### config.mk
export PLATFORM = sky130hd
export DESIGN_NAME = opcode_handshake_interpreter
export DESIGN_NICKNAME = d
export VERILOG_FILES = /design/src/tdc_opcode_pkg.sv /design/src/opcode_table.sv /design/src/opcode_handshake_interpreter.sv
export SDC_FILE = /design/constraint.sdc
export NUM_CORES = 1
export LEC_CHECK = 0
export ABC_CLOCK_PERIOD_IN_PS = 2460
export BUFFER_PORTS_ARGS = -buffer_cell sky130_fd_sc_hd__buf_2
export CORE_ASPECT_RATIO = 1.4
export CORE_MARGIN = 3
export CORE_UTILIZATION = 43
export CTS_BUF_LIST = sky130_fd_sc_hd__clkbuf_2
export DETAILED_ROUTE_END_ITERATION = 6
export PLACE_DENSITY_LB_ADDON = 0.12
export SYNTH_ARGS = -nofsm -noshare
export SYNTH_HDL_FRONTEND = slang
export SYNTH_SLANG_ARGS = --single-unit
### constraint.sdc
create_clock -name mclk -period 2.46 [get_ports mclk]
set_input_delay 0.369 -clock mclk [delete_from_list [all_inputs] [get_ports mclk]]
set_output_delay 0.369 -clock mclk [all_outputs]
set_load 0.005 [all_outputs]
### src/tdc_opcode_pkg.sv
// constants, field layouts and carriers for the opcode handshake interpreter
package tdc_opcode_pkg;

  // register indices; byte address is four times the index
  localparam logic [15:0] MICRO_IDX     = 16'h102E;
  localparam logic [15:0] HANDSHAKE_IDX = 16'h1030;
  localparam logic [15:0] STATUS_IDX    = 16'h1040;
  localparam int          ADDR_W        = 18;

  // handshake and status bit positions
  localparam int WP_BIT      = 0;
  localparam int RP_BIT      = 1;
  localparam int ST_BUSY     = 0;
  localparam int ST_UNKNOWN  = 1;
  localparam int ST_CHAN_OK  = 2;
  localparam int ST_CHIP_OK  = 3;
  localparam int ST_AUTOUSER = 4;

  // opcode word fields
  localparam int CMD_MSB = 15;
  localparam int CMD_LSB = 8;
  localparam int OBJ_MSB = 7;
  localparam int OBJ_LSB = 0;
  localparam int VAL_W   = 12;

  // command codes
  localparam logic [7:0] C_SELECT_WINDOW_MATCHING      = 8'h00;
  localparam logic [7:0] C_SELECT_FREE_RUNNING_STORAGE = 8'h01;
  localparam logic [7:0] C_QUERY_CAPTURE_MODE          = 8'h02;
  localparam logic [7:0] C_KEEP_TOKEN_ON               = 8'h03;
  localparam logic [7:0] C_KEEP_TOKEN_OFF              = 8'h04;
  localparam logic [7:0] C_RESTORE_FACTORY_SETUP       = 8'h05;
  localparam logic [7:0] C_STORE_CUSTOM_SETUP          = 8'h06;
  localparam logic [7:0] C_RESTORE_CUSTOM_SETUP        = 8'h07;
  localparam logic [7:0] C_BOOT_WITH_CUSTOM_SETUP      = 8'h08;
  localparam logic [7:0] C_BOOT_WITH_FACTORY_SETUP     = 8'h09;
  localparam logic [7:0] C_PROGRAM_WINDOW_SPAN         = 8'h10;
  localparam logic [7:0] C_PROGRAM_WINDOW_SHIFT        = 8'h11;
  localparam logic [7:0] C_PROGRAM_SEARCH_EXTENSION    = 8'h12;
  localparam logic [7:0] C_PROGRAM_DISCARD_MARGIN      = 8'h13;
  localparam logic [7:0] C_TURN_ON_TRIGGER_SUBTRACTION = 8'h14;
  localparam logic [7:0] C_TURN_OFF_TRIGGER_SUBTRACTION= 8'h15;
  localparam logic [7:0] C_QUERY_WINDOW_SETUP          = 8'h16;
  localparam logic [7:0] C_PROGRAM_EDGE_DETECT         = 8'h22;
  localparam logic [7:0] C_QUERY_EDGE_DETECT           = 8'h23;
  localparam logic [7:0] C_PROGRAM_EDGE_LSB            = 8'h24;
  localparam logic [7:0] C_PROGRAM_PAIR_RESOLUTION     = 8'h25;
  localparam logic [7:0] C_QUERY_RESOLUTION            = 8'h26;
  localparam logic [7:0] C_PROGRAM_DEAD_TIME           = 8'h28;
  localparam logic [7:0] C_QUERY_DEAD_TIME             = 8'h29;

  typedef struct packed {
    logic [2:0] n_write;
    logic [2:0] n_read;
    logic       setup_reload;
    logic       control_reload;
    logic       known;
  } dec_s;

  typedef struct packed {
    logic             window_match;
    logic             keep_token;
    logic             auto_reject;
    logic             trig_subtract;
    logic [VAL_W-1:0] window_span;
    logic [VAL_W-1:0] window_shift;
    logic [VAL_W-1:0] search_extension;
    logic [VAL_W-1:0] discard_margin;
    logic [1:0]       edge_detect;
    logic [1:0]       edge_lsb;
    logic [15:0]      pair_resolution;
    logic [1:0]       dead_time;
  } cfg_s;

  // factory setup; field values are plain defaults
  localparam cfg_s CFG_FACTORY = '{
    window_match:     1'b0,
    keep_token:       1'b0,
    auto_reject:      1'b0,
    trig_subtract:    1'b0,
    window_span:      12'h014,
    window_shift:     12'hFD8,
    search_extension: 12'h008,
    discard_margin:   12'h004,
    edge_detect:      2'h2,
    edge_lsb:         2'h2,
    pair_resolution:  16'h0000,
    dead_time:        2'h0
  };

endpackage : tdc_opcode_pkg

### src/opcode_table.sv
// opcode table: operand counts and reprogram flags per command
`timescale 1ns/1ps
module opcode_table (
  input  wire logic [7:0]          cmd,
  output tdc_opcode_pkg::dec_s     dec
);
  import tdc_opcode_pkg::*;

  function automatic dec_s lookup(input logic [7:0] c);
    dec_s d;
    d = '{n_write: 3'd0, n_read: 3'd0, setup_reload: 1'b0,
          control_reload: 1'b0, known: 1'b1};
    case (c)
      C_SELECT_WINDOW_MATCHING,
      C_SELECT_FREE_RUNNING_STORAGE,
      C_KEEP_TOKEN_ON,
      C_KEEP_TOKEN_OFF,
      // setup storage, reload ones touch setup
      C_RESTORE_FACTORY_SETUP,
      C_RESTORE_CUSTOM_SETUP,
      C_TURN_ON_TRIGGER_SUBTRACTION,
      C_TURN_OFF_TRIGGER_SUBTRACTION: d.setup_reload = 1'b1;
      C_STORE_CUSTOM_SETUP,
      C_BOOT_WITH_CUSTOM_SETUP,
      C_BOOT_WITH_FACTORY_SETUP: d.setup_reload = 1'b0;
      C_PROGRAM_WINDOW_SPAN,
      C_PROGRAM_WINDOW_SHIFT,
      C_PROGRAM_SEARCH_EXTENSION,
      C_PROGRAM_DISCARD_MARGIN,
      C_PROGRAM_EDGE_DETECT,
      C_PROGRAM_EDGE_LSB,
      C_PROGRAM_PAIR_RESOLUTION,
      C_PROGRAM_DEAD_TIME: begin
        d.n_write      = 3'd1;
        d.setup_reload = 1'b1;
      end
      C_QUERY_WINDOW_SETUP: d.n_read = 3'd5;
      C_QUERY_CAPTURE_MODE,
      C_QUERY_EDGE_DETECT,
      C_QUERY_RESOLUTION,
      C_QUERY_DEAD_TIME: d.n_read = 3'd1;
      // unlisted commands end at once; they change no setup, only the unknown flag and, through the object field, the range flags
      default: d.known = 1'b0;
    endcase
    return d;
  endfunction : lookup

  assign dec = lookup(cmd);

endmodule : opcode_table

### src/opcode_handshake_interpreter.sv
// command interpreter behind an apb slave: opcode word, operands, handshake flags
//
// Our own choices: the placing of the registers and register access over APB.
`timescale 1ns/1ps
module opcode_handshake_interpreter #(
  parameter int NUM_CHANNELS = 32
) (
  input  wire logic                          mclk,
  input  wire logic                          reset,
  input  wire logic                          psel,
  input  wire logic                          penable,
  input  wire logic                          pwrite,
  input  wire logic [tdc_opcode_pkg::ADDR_W-1:0] paddr,
  input  wire logic [31:0]                   pwdata,
  output logic                               pready,
  output logic [31:0]                        prdata,
  output logic                               pslverr,
  output tdc_opcode_pkg::cfg_s               cfg,
  output logic                               setup_reload,
  output logic                               control_reload,
  output logic                               data_clear
);
  import tdc_opcode_pkg::*;

  typedef enum logic [2:0] {
    S_OPCODE, S_DECODE, S_TAKE, S_LOAD, S_GIVE, S_APPLY
  } state_e;

  localparam logic [ADDR_W-1:0] A_MICRO     = {MICRO_IDX, 2'b00};
  localparam logic [ADDR_W-1:0] A_HANDSHAKE = {HANDSHAKE_IDX, 2'b00};
  localparam logic [ADDR_W-1:0] A_STATUS    = {STATUS_IDX, 2'b00};

  state_e       state_q;
  logic         wp_q;
  logic         rp_q;
  logic [7:0]   cmd_q;
  logic [7:0]   obj_q;
  logic [15:0]  operand_q;
  logic [15:0]  word_q;
  logic [2:0]   left_q;
  logic [2:0]   idx_q;
  logic [2:0]   n_read_q;
  logic         unknown_q;
  logic         autouser_q;
  cfg_s         cfg_q;
  cfg_s         custom_q;
  logic         pready_q;
  logic [31:0]  prdata_q;
  logic         pslverr_q;
  logic         rd_ok_q;
  logic         setup_q;
  logic         control_q;
  logic         clear_q;
  dec_s         dec;

  opcode_table u_table (
    .cmd (cmd_q),
    .dec (dec)
  );

  function automatic logic obj_in_range(input logic [7:0] o, input int limit);
    return ({24'h0, o} < limit);
  endfunction : obj_in_range

  function automatic logic [15:0] result_word(input logic [7:0] c,
                                              input logic [2:0] i,
                                              input cfg_s f);
    logic [15:0] w;
    w = 16'h0000;
    case (c)
      C_QUERY_CAPTURE_MODE: w = {15'h0000, f.window_match};
      C_QUERY_EDGE_DETECT:  w = {14'h0000, f.edge_detect};
      C_QUERY_RESOLUTION:   w = f.pair_resolution;
      C_QUERY_DEAD_TIME:    w = {14'h0000, f.dead_time};
      C_QUERY_WINDOW_SETUP: begin
        case (i)
          3'd0:    w = {4'h0, f.window_span};
          3'd1:    w = {4'h0, f.window_shift};
          3'd2:    w = {4'h0, f.search_extension};
          3'd3:    w = {4'h0, f.discard_margin};
          default: w = {15'h0000, f.trig_subtract};
        endcase
      end
      default: w = 16'h0000;
    endcase
    return w;
  endfunction : result_word

  // bus decode; an access completes on the second access-phase edge
  wire        access    = psel & penable;
  wire        done      = access & pready_q;
  wire        hit_micro = (paddr == A_MICRO);
  wire        hit_hs    = (paddr == A_HANDSHAKE);
  wire        hit_stat  = (paddr == A_STATUS);
  wire        mapped    = hit_micro | hit_hs | hit_stat;
  wire        wr_micro  = done & pwrite & hit_micro & wp_q;
  // reads without permit return zero and change nothing
  // the permit seen when the data was captured decides, so a late permit loses no word
  wire        rd_micro  = done & ~pwrite & hit_micro & rd_ok_q;
  wire        busy      = (state_q != S_OPCODE);
  wire        chan_ok   = obj_in_range(obj_q, NUM_CHANNELS);
  wire        chip_ok   = obj_in_range(obj_q, NUM_CHANNELS / 8);
  wire [15:0] val_word  = {4'h0, operand_q[VAL_W-1:0]};

  wire [31:0] hs_word   = {30'h0, rp_q, wp_q};
  wire [31:0] stat_word = {27'h0, autouser_q, chip_ok, chan_ok, unknown_q, busy};
  wire [31:0] micro_rd  = rp_q ? {16'h0000, word_q} : 32'h0000_0000;
  wire [31:0] rd_mux    = hit_micro ? micro_rd :
                          hit_hs    ? hs_word  :
                          hit_stat  ? stat_word : 32'h0000_0000;

  // apb answer, registered so every output leaves a flip-flop
  always_ff @(posedge mclk) begin
    if (reset) begin
      pready_q  <= 1'b0;
      prdata_q  <= 32'h0000_0000;
      pslverr_q <= 1'b0;
      rd_ok_q   <= 1'b0;
    end else begin
      pready_q  <= access & ~pready_q;
      prdata_q  <= (access & ~pready_q & ~pwrite) ? rd_mux : 32'h0000_0000;
      pslverr_q <= access & ~pready_q & ~mapped;
      rd_ok_q   <= access & ~pready_q & ~pwrite & hit_micro & rp_q;
    end
  end

  // interpreter sequence
  always_ff @(posedge mclk) begin
    if (reset) begin
      state_q   <= S_OPCODE;
      wp_q      <= 1'b1;
      rp_q      <= 1'b0;
      cmd_q     <= 8'h00;
      obj_q     <= 8'h00;
      operand_q <= 16'h0000;
      word_q    <= 16'h0000;
      left_q    <= 3'd0;
      idx_q     <= 3'd0;
      n_read_q  <= 3'd0;
      unknown_q <= 1'b0;
    end else begin
      case (state_q)
        S_OPCODE: begin
          if (wr_micro) begin
            cmd_q   <= pwdata[CMD_MSB:CMD_LSB];
            obj_q   <= pwdata[OBJ_MSB:OBJ_LSB];
            wp_q    <= 1'b0;
            state_q <= S_DECODE;
          end else begin
            wp_q <= 1'b1;
          end
        end
        S_DECODE: begin
          unknown_q <= ~dec.known;
          left_q    <= dec.n_write;
          n_read_q  <= dec.n_read;
          idx_q     <= 3'd0;
          if (dec.n_write != 3'd0) begin
            state_q <= S_TAKE;
          end else if (dec.n_read != 3'd0) begin
            state_q <= S_LOAD;
          end else begin
            state_q <= S_APPLY;
          end
        end
        S_TAKE: begin
          if (wr_micro) begin
            wp_q      <= 1'b0;
            operand_q <= pwdata[15:0];
            left_q    <= left_q - 3'd1;
            if (left_q == 3'd1) begin
              state_q <= (n_read_q != 3'd0) ? S_LOAD : S_APPLY;
            end
          end else begin
            // permit back once the next word fits
            wp_q <= 1'b1;
          end
        end
        S_LOAD: begin
          word_q  <= result_word(cmd_q, idx_q, cfg_q);
          // permit rises with a fresh word
          rp_q    <= 1'b1;
          state_q <= S_GIVE;
        end
        S_GIVE: begin
          // wait here until the word is read
          if (rd_micro) begin
            rp_q  <= 1'b0;
            idx_q <= idx_q + 3'd1;
            state_q <= (idx_q == n_read_q - 3'd1) ? S_APPLY : S_LOAD;
          end
        end
        S_APPLY: begin
          wp_q    <= 1'b1;
          state_q <= S_OPCODE;
        end
        default: begin
          state_q <= S_OPCODE;
          wp_q    <= 1'b1;
          rp_q    <= 1'b0;
        end
      endcase
    end
  end

  // configuration effects take hold when the exchange completes
  wire applying = (state_q == S_APPLY);

  always_ff @(posedge mclk) begin
    if (reset) begin
      cfg_q      <= CFG_FACTORY;
      custom_q   <= CFG_FACTORY;
      autouser_q <= 1'b0;
    end else if (applying) begin
      case (cmd_q)
        // matching turns on rejection and token keeping
        C_SELECT_WINDOW_MATCHING: begin
          cfg_q.window_match <= 1'b1;
          cfg_q.auto_reject  <= 1'b1;
          cfg_q.keep_token   <= 1'b1;
        end
        // free running turns off rejection and subtraction
        C_SELECT_FREE_RUNNING_STORAGE: begin
          cfg_q.window_match  <= 1'b0;
          cfg_q.auto_reject   <= 1'b0;
          cfg_q.trig_subtract <= 1'b0;
        end
        C_KEEP_TOKEN_ON:  cfg_q.keep_token <= 1'b1;
        C_KEEP_TOKEN_OFF: cfg_q.keep_token <= 1'b0;
        C_RESTORE_FACTORY_SETUP:   cfg_q      <= CFG_FACTORY;
        C_STORE_CUSTOM_SETUP:      custom_q   <= cfg_q;
        C_RESTORE_CUSTOM_SETUP:    cfg_q      <= custom_q;
        C_BOOT_WITH_CUSTOM_SETUP:  autouser_q <= 1'b1;
        C_BOOT_WITH_FACTORY_SETUP: autouser_q <= 1'b0;
        C_PROGRAM_WINDOW_SPAN:      cfg_q.window_span      <= val_word[VAL_W-1:0];
        C_PROGRAM_WINDOW_SHIFT:     cfg_q.window_shift     <= val_word[VAL_W-1:0];
        C_PROGRAM_SEARCH_EXTENSION: cfg_q.search_extension <= val_word[VAL_W-1:0];
        C_PROGRAM_DISCARD_MARGIN:   cfg_q.discard_margin   <= val_word[VAL_W-1:0];
        C_TURN_ON_TRIGGER_SUBTRACTION:  cfg_q.trig_subtract <= 1'b1;
        C_TURN_OFF_TRIGGER_SUBTRACTION: cfg_q.trig_subtract <= 1'b0;
        C_PROGRAM_EDGE_DETECT:     cfg_q.edge_detect     <= operand_q[1:0];
        C_PROGRAM_EDGE_LSB:        cfg_q.edge_lsb        <= operand_q[1:0];
        C_PROGRAM_PAIR_RESOLUTION: cfg_q.pair_resolution <= operand_q;
        C_PROGRAM_DEAD_TIME:       cfg_q.dead_time       <= operand_q[1:0];
        default: cfg_q <= cfg_q;
      endcase
    end
  end

  // reprogram pulses; setup reload also clears acquired data
  always_ff @(posedge mclk) begin
    if (reset) begin
      setup_q   <= 1'b0;
      control_q <= 1'b0;
      clear_q   <= 1'b0;
    end else begin
      setup_q   <= applying & dec.setup_reload;
      control_q <= applying & dec.control_reload;
      clear_q   <= applying & dec.setup_reload;
    end
  end

  assign pready         = pready_q;
  assign prdata         = prdata_q;
  assign pslverr        = pslverr_q;
  assign cfg            = cfg_q;
  assign setup_reload   = setup_q;
  assign control_reload = control_q;
  assign data_clear     = clear_q;

endmodule : opcode_handshake_interpreter

After elaboration in Yosys (flattened, before gate mapping)
Index checks and enable logic that the tools add are counted.
{ "totals": {"reg_bits": 248, "input_bits": 55} }
{ "op_classes": {"addsub": 3, "magnitude_cmp": 2, "n_eq_ne": 40, "muxes": 40, "n_bitwise": 22, "reduce_logical": 52} }
{ "ops": {"columns": ["cell", "count"], "rows": [
  ["12-bit case mux with 3 select lines", 4],
  ["16-bit case mux with 5 select lines", 1],
  ["8-bit by 5-bit equality test with 1-bit output (second input constant)", 7],
  ["8-bit by 6-bit equality test with 1-bit output (second input constant)", 7],
  ["18-bit by 15-bit equality test with 1-bit output (second input constant)", 3],
  ["12-bit case mux with 4 select lines", 1],
  ["16-bit case mux with 3 select lines", 1],
  ["3-bit nonzero test", 15],
  ["2-bit AND reduction", 18],
  ["8-bit by 3-bit equality test with 1-bit output (second input constant)", 4],
  ["16-bit 2-to-1 mux", 2],
  ["3-bit 2-to-1 mux", 10],
  ["24-bit OR reduction", 1],
  ["2-bit case mux with 3 select lines", 3],
  ["3-bit case mux with 2 select lines", 3],
  ["8-bit by 2-bit equality test with 1-bit output (second input constant)", 2],
  ["8-bit by 4-bit equality test with 1-bit output (second input constant)", 2],
  ["16-bit OR reduction", 1],
  ["1-bit case mux with 3 select lines", 5],
  ["3-bit case mux with 5 select lines", 1],
  ["1-bit AND", 14],
  ["3-bit by 2-bit equality test with 1-bit output (second input constant)", 4],
  ["5-bit 2-to-1 mux", 2],
  ["2-bit OR reduction", 5],
  ["other kinds (20)", 43]
]} }

Longest topological paths before layout
{ "logic_depth": {"word_depth": 7, "ltp_mapped": 9, "ltp_nobuf": 7} }

By module
From an unflattened synthesis, not the netlist that was laid out.
{ "hier_totals": {"hier_cells": 1242, "hier_area_um2": 10381.2} }
{ "modules_own_cells": {"columns": ["module", "n_inst", "cells_each", "area_each_um2"], "rows": [
  ["opcode_handshake_interpreter", 1, 1196, 10037.1],
  ["opcode_table", 1, 46, 344.1]
]} }

Worst setup path before layout
No wires, ideal clock.
{ "synth_path": {"path_type": "reg-to-reg", "startpoint": "register cmd_q[5]", "endpoint": "register cfg_q (netlist bit cfg[28])", "setup_ns": 0.080, "t_arrival_ns": 2.115, "path_slack_ns": 0.265, "path_stages_with_launch": 9, "n_path_buf": 3, "synth_period_minus_slack_ns": 2.195, "cell_sequence": "dfxtp_1 > buf_6 > or4b_1 > buf_2 > or4_4 > a21oi_4 > buf_6 > nor2_1 > a211oi_2"} }
{ "synth_via": {"elab_chain_cells": 3, "elab_cells_between_ends": 6, "cone_classes": "eq/ne (3); mux (1); reduce/logical (2)"} }
{ "synth_lines": {"columns": ["item", "line_no", "source"], "rows": [
  ["start: declaration", "opcode_handshake_interpreter.sv:36", "logic [7:0] cmd_q;"],
  ["start signal: assignment", "opcode_handshake_interpreter.sv:145", "cmd_q <= pwdata[CMD_MSB:CMD_LSB];"],
  ["8-bit by 3-bit equality test with 1-bit output / 8-bit by 5-bit equality test with 1-bit output (equally long branches)", "opcode_handshake_interpreter.sv:215", "case (cmd_q)"],
  ["3-bit nonzero test (no source line)", null, null],
  ["2-bit AND reduction (no source line)", null, null],
  ["end signal: assignment", "opcode_handshake_interpreter.sv:232", "C_RESTORE_CUSTOM_SETUP: cfg_q <= custom_q;"],
  ["end signal: assignment", "opcode_handshake_interpreter.sv:245", "default: cfg_q <= cfg_q;"],
  ["end: declaration", "opcode_handshake_interpreter.sv:45", "cfg_s cfg_q;"]
]} }
Parallel ways exist; a longest one is shown, timed or not.
A chain may end at the register's enable or synchronous reset.

Worst setup path in the final report
{ "layout_path": {"startpoint": "register cmd_q[3]", "endpoint": "register word_q[1]"} }
{ "layout_via": {"elab_chain_cells": 2, "elab_cells_between_ends": 6, "cone_classes": "eq/ne (5); mux (1)"} }
{ "layout_lines": {"columns": ["item", "line_no", "source"], "rows": [
  ["8-bit by 5-bit equality test with 1-bit output, or another cell as far along", "opcode_handshake_interpreter.sv:70", "case (c)"],
  ["16-bit case mux with 5 select lines (*)", "opcode_handshake_interpreter.sv:70", null],
  ["end signal: assignment", "opcode_handshake_interpreter.sv:180", "word_q <= result_word(cmd_q, idx_q, cfg_q);"],
  ["end: declaration", "opcode_handshake_interpreter.sv:39", "logic [15:0] word_q;"]
]} }
Mark *: on every way between the ends. The rest lies on a longest branch, timed or not.

==> impl_metrics.tcl <==
set metrics [dict create \
    io_buffers 132 \
    cp.arrival_ns 3.05 \
    ir_drop_uv 356 \
    worst_pin_slew_ns 0.631 \
    syn_avg_cell_area_sq_um 8.20 \
    dpl_cell_area_sq_mm 0.0111 \
    power.total_mw 6.31 \
    cts_root_buf "clkbuf_2" \
    wl_per_cell_microns 19.1 \
    whs_ns 0.103 \
    ys_seq_area_frac 0.459 \
    firstDrtPassIters 5 \
    powerDensity_mw_per_mm2 533 \
    drc 0 \
    criticalPathCategory "reg2reg" \
    outcome "finished, final reports clean" \
    max-cap-violations 0 \
    cts_setup_buffers 0 \
    fin_worst_skew_ns 0.0745 \
    cts.sinks 229 \
    fmax_mhz 432 \
    ant_nets 0 \
    critPathMaxFanout 11 \
    area_growth_pct 18.3 \
    hold_path.class "in2reg" \
    grt_max_degree 58 \
    core_area_sq_mm 0.0227 \
    fin_setup_tns_ns 0 \
    synth_mux_area_frac 0.00501 \
    synthSimpleGateAreaFrac 0.239 \
    synth-seq-cells 229 \
    crit_path_start_kind "flop" \
    vias 9638 \
    die_y_microns 186 \
    synth_top_family_by_area "simple AND/OR/NAND/NOR gates" \
    h-tree-depth 2 \
    leakagePower_nw 4.47 \
    fin_crit_ns 2.32 \
    gr-usage-met2 0.435 \
    pre_cts_slack_ns 0.141 \
    drt_iter0_markers 722 \
    slew_headroom 0.578 \
    initial_utilization 0.441 \
    synth_compound_area_frac 0.224 \
    grtUsageTotal 0.258 \
    final-hold-violation-count 0 \
    setup_ws_ns 0.144 \
    wl_microns 33100 \
    cp.required_ns 3.20 \
    setup_viol 0 \
    grtUsageMet3 0.0504 \
    synth_area_sq_mm 0.0100 \
    cts_buffer_depth 3 \
    yosysWarnings 0 \
    tritoncts "built" \
    numCtsBuffers 56 \
    rsz0062_at_grt "false" \
    end_kind "flop" \
    finalMaxSlewViolations 0 \
    die_w_microns 135 \
    grt_pass1_vias 9335 \
    num_rows 65 \
    hpwl_microns 21600 \
    met1_usage 0.332 \
    grt_remaining_overflow 0 \
    gp_congestion 0.840 \
    synth_fa_ha_area_frac 0.0100 \
    antenna_found_initial 1 \
    die_area_sq_mm 0.0251 \
    drive_gt1_frac 0.203 \
    nNetsFinal 1448 \
    grt_first_pass_wirelength_microns 52100 \
    clkLatencyLatePin_ns 0.88 \
    path_clk_slew_ns 0.10 \
    fin_crit_sh 0.942 \
    synth_ff_type "dfxtp_1" \
    synthXorXnorAreaFrac 0.00175 \
    async_flop_share 0 \
    synthCells 1219 \
    grt.busiest_layer "met2" \
    post-route-cell-area_sq_mm 0.0118 \
    synth_edf_count 0 \
    ys_types 73 \
    vias_per_cell 5.58 \
    ios 166 \
]
## synthesized netlist by cell type (all sizes together), types with 19 or more instances
cell,n,area (sq um)
o21ai,34,170
a221oi,19,166
a211oi,49,408
nor3,37,185
a22oi,50,375
nand3,33,165
dfxtp,229,4580
buf,42,268
nor2,106,398
clkbuf,78,293
a21oi,113,577
nand2,239,897
## cell usage in the layout, fill, tap and decap left out, drive strengths merged, types with 15 or more instances in the layout
cell	count
buf	184
a211oi	49
nor3	37
dfxtp	229
a221oi	19
a21oi	113
nand2	239
a22oi	50
nand3	33
clkbuf	78
conb	17
o21ai	34
clkinv	19
nor2	106
dlygate4sd3	28
inv	15
## final timing paths
check	startpoint	end	slack, ns	depth (start not counted)
worst max-delay path	cmd_q[3]	word_q[1]	0.14	7
worst min-delay path	penable	prdata[4]	0.10	5
worst max register to register	cmd_q[3]	word_q[1]	0.14	7
worst min register to register	word_q[4]	prdata[4]	0.44	2
## routing by layer
layer,vias up,part of all wire
li1,4680,-
met1,4563,0.42
met2,352,0.49
met3,43,0.069
met4,0,0.020
met5,-,0
## layout make-up
type	instances	area [sq um]
fillers	2254	10900
multi-input cells	872	4870
flip-flops and latches	229	4580
repair buffers	212	1460
clock buffers	78	390
well taps	301	377
clock inverters	20	85.1
inverters	14	52.6
diodes	1	2.50
## flip-flops by register name, indices dropped and copies added, names as in the netlist, 2 cells and up
register	cells
cfg	74
cmd_q	8
custom_q	74
idx_q	3
left_q	3
n_read_q	2
obj_q	6
operand_q	16
prdata	16
state_q	3
word_q	16
## what timing repair did
action	in CTS	in global routing
gates resized for setup	0	2
endpoints found under the setup margin	0	2
hold endpoints to repair	41	1
hold buffers	26	2
## cells by family after synthesis
| family | count (synthesis) |
|---|---|
| other cells | 1 |
| mux | 5 |
| flops | 229 |
| compound gates | 327 |
| fa+ha+maj | 8 |
| simple gates | 513 |
| xor+xnor | 2 |
| buf+inv | 134 |
## where the power goes
part / switching, mW / internal (mW) / leakage [nW]
Clock: 1.57 / 0.867 / 0.364
Sequential: 0.000552 / 3.71 / 1.84
Combinational: 0.101 / 0.0620 / 2.26
Total: 1.67 / 4.63 / 4.47
## critical path, cell delays in order, from the launching register on
cell     delay (ns)
dfxtp_1        0.37
or4b_1         0.64
buf_4          0.21
or3_1          0.42
nor2_1         0.14
buf_4          0.21
nand2_1        0.09
a31oi_1        0.16
## stage by stage
step,cells,util
2_1_floorplan,1235,-
3_3_place_gp,1600,0.487
3_5_place_dp,1600,0.487
4_1_cts,1724,0.520
5_1_grt,1727,0.521
6_report,1727,0.521
Power figures use the tool's default switching activity.
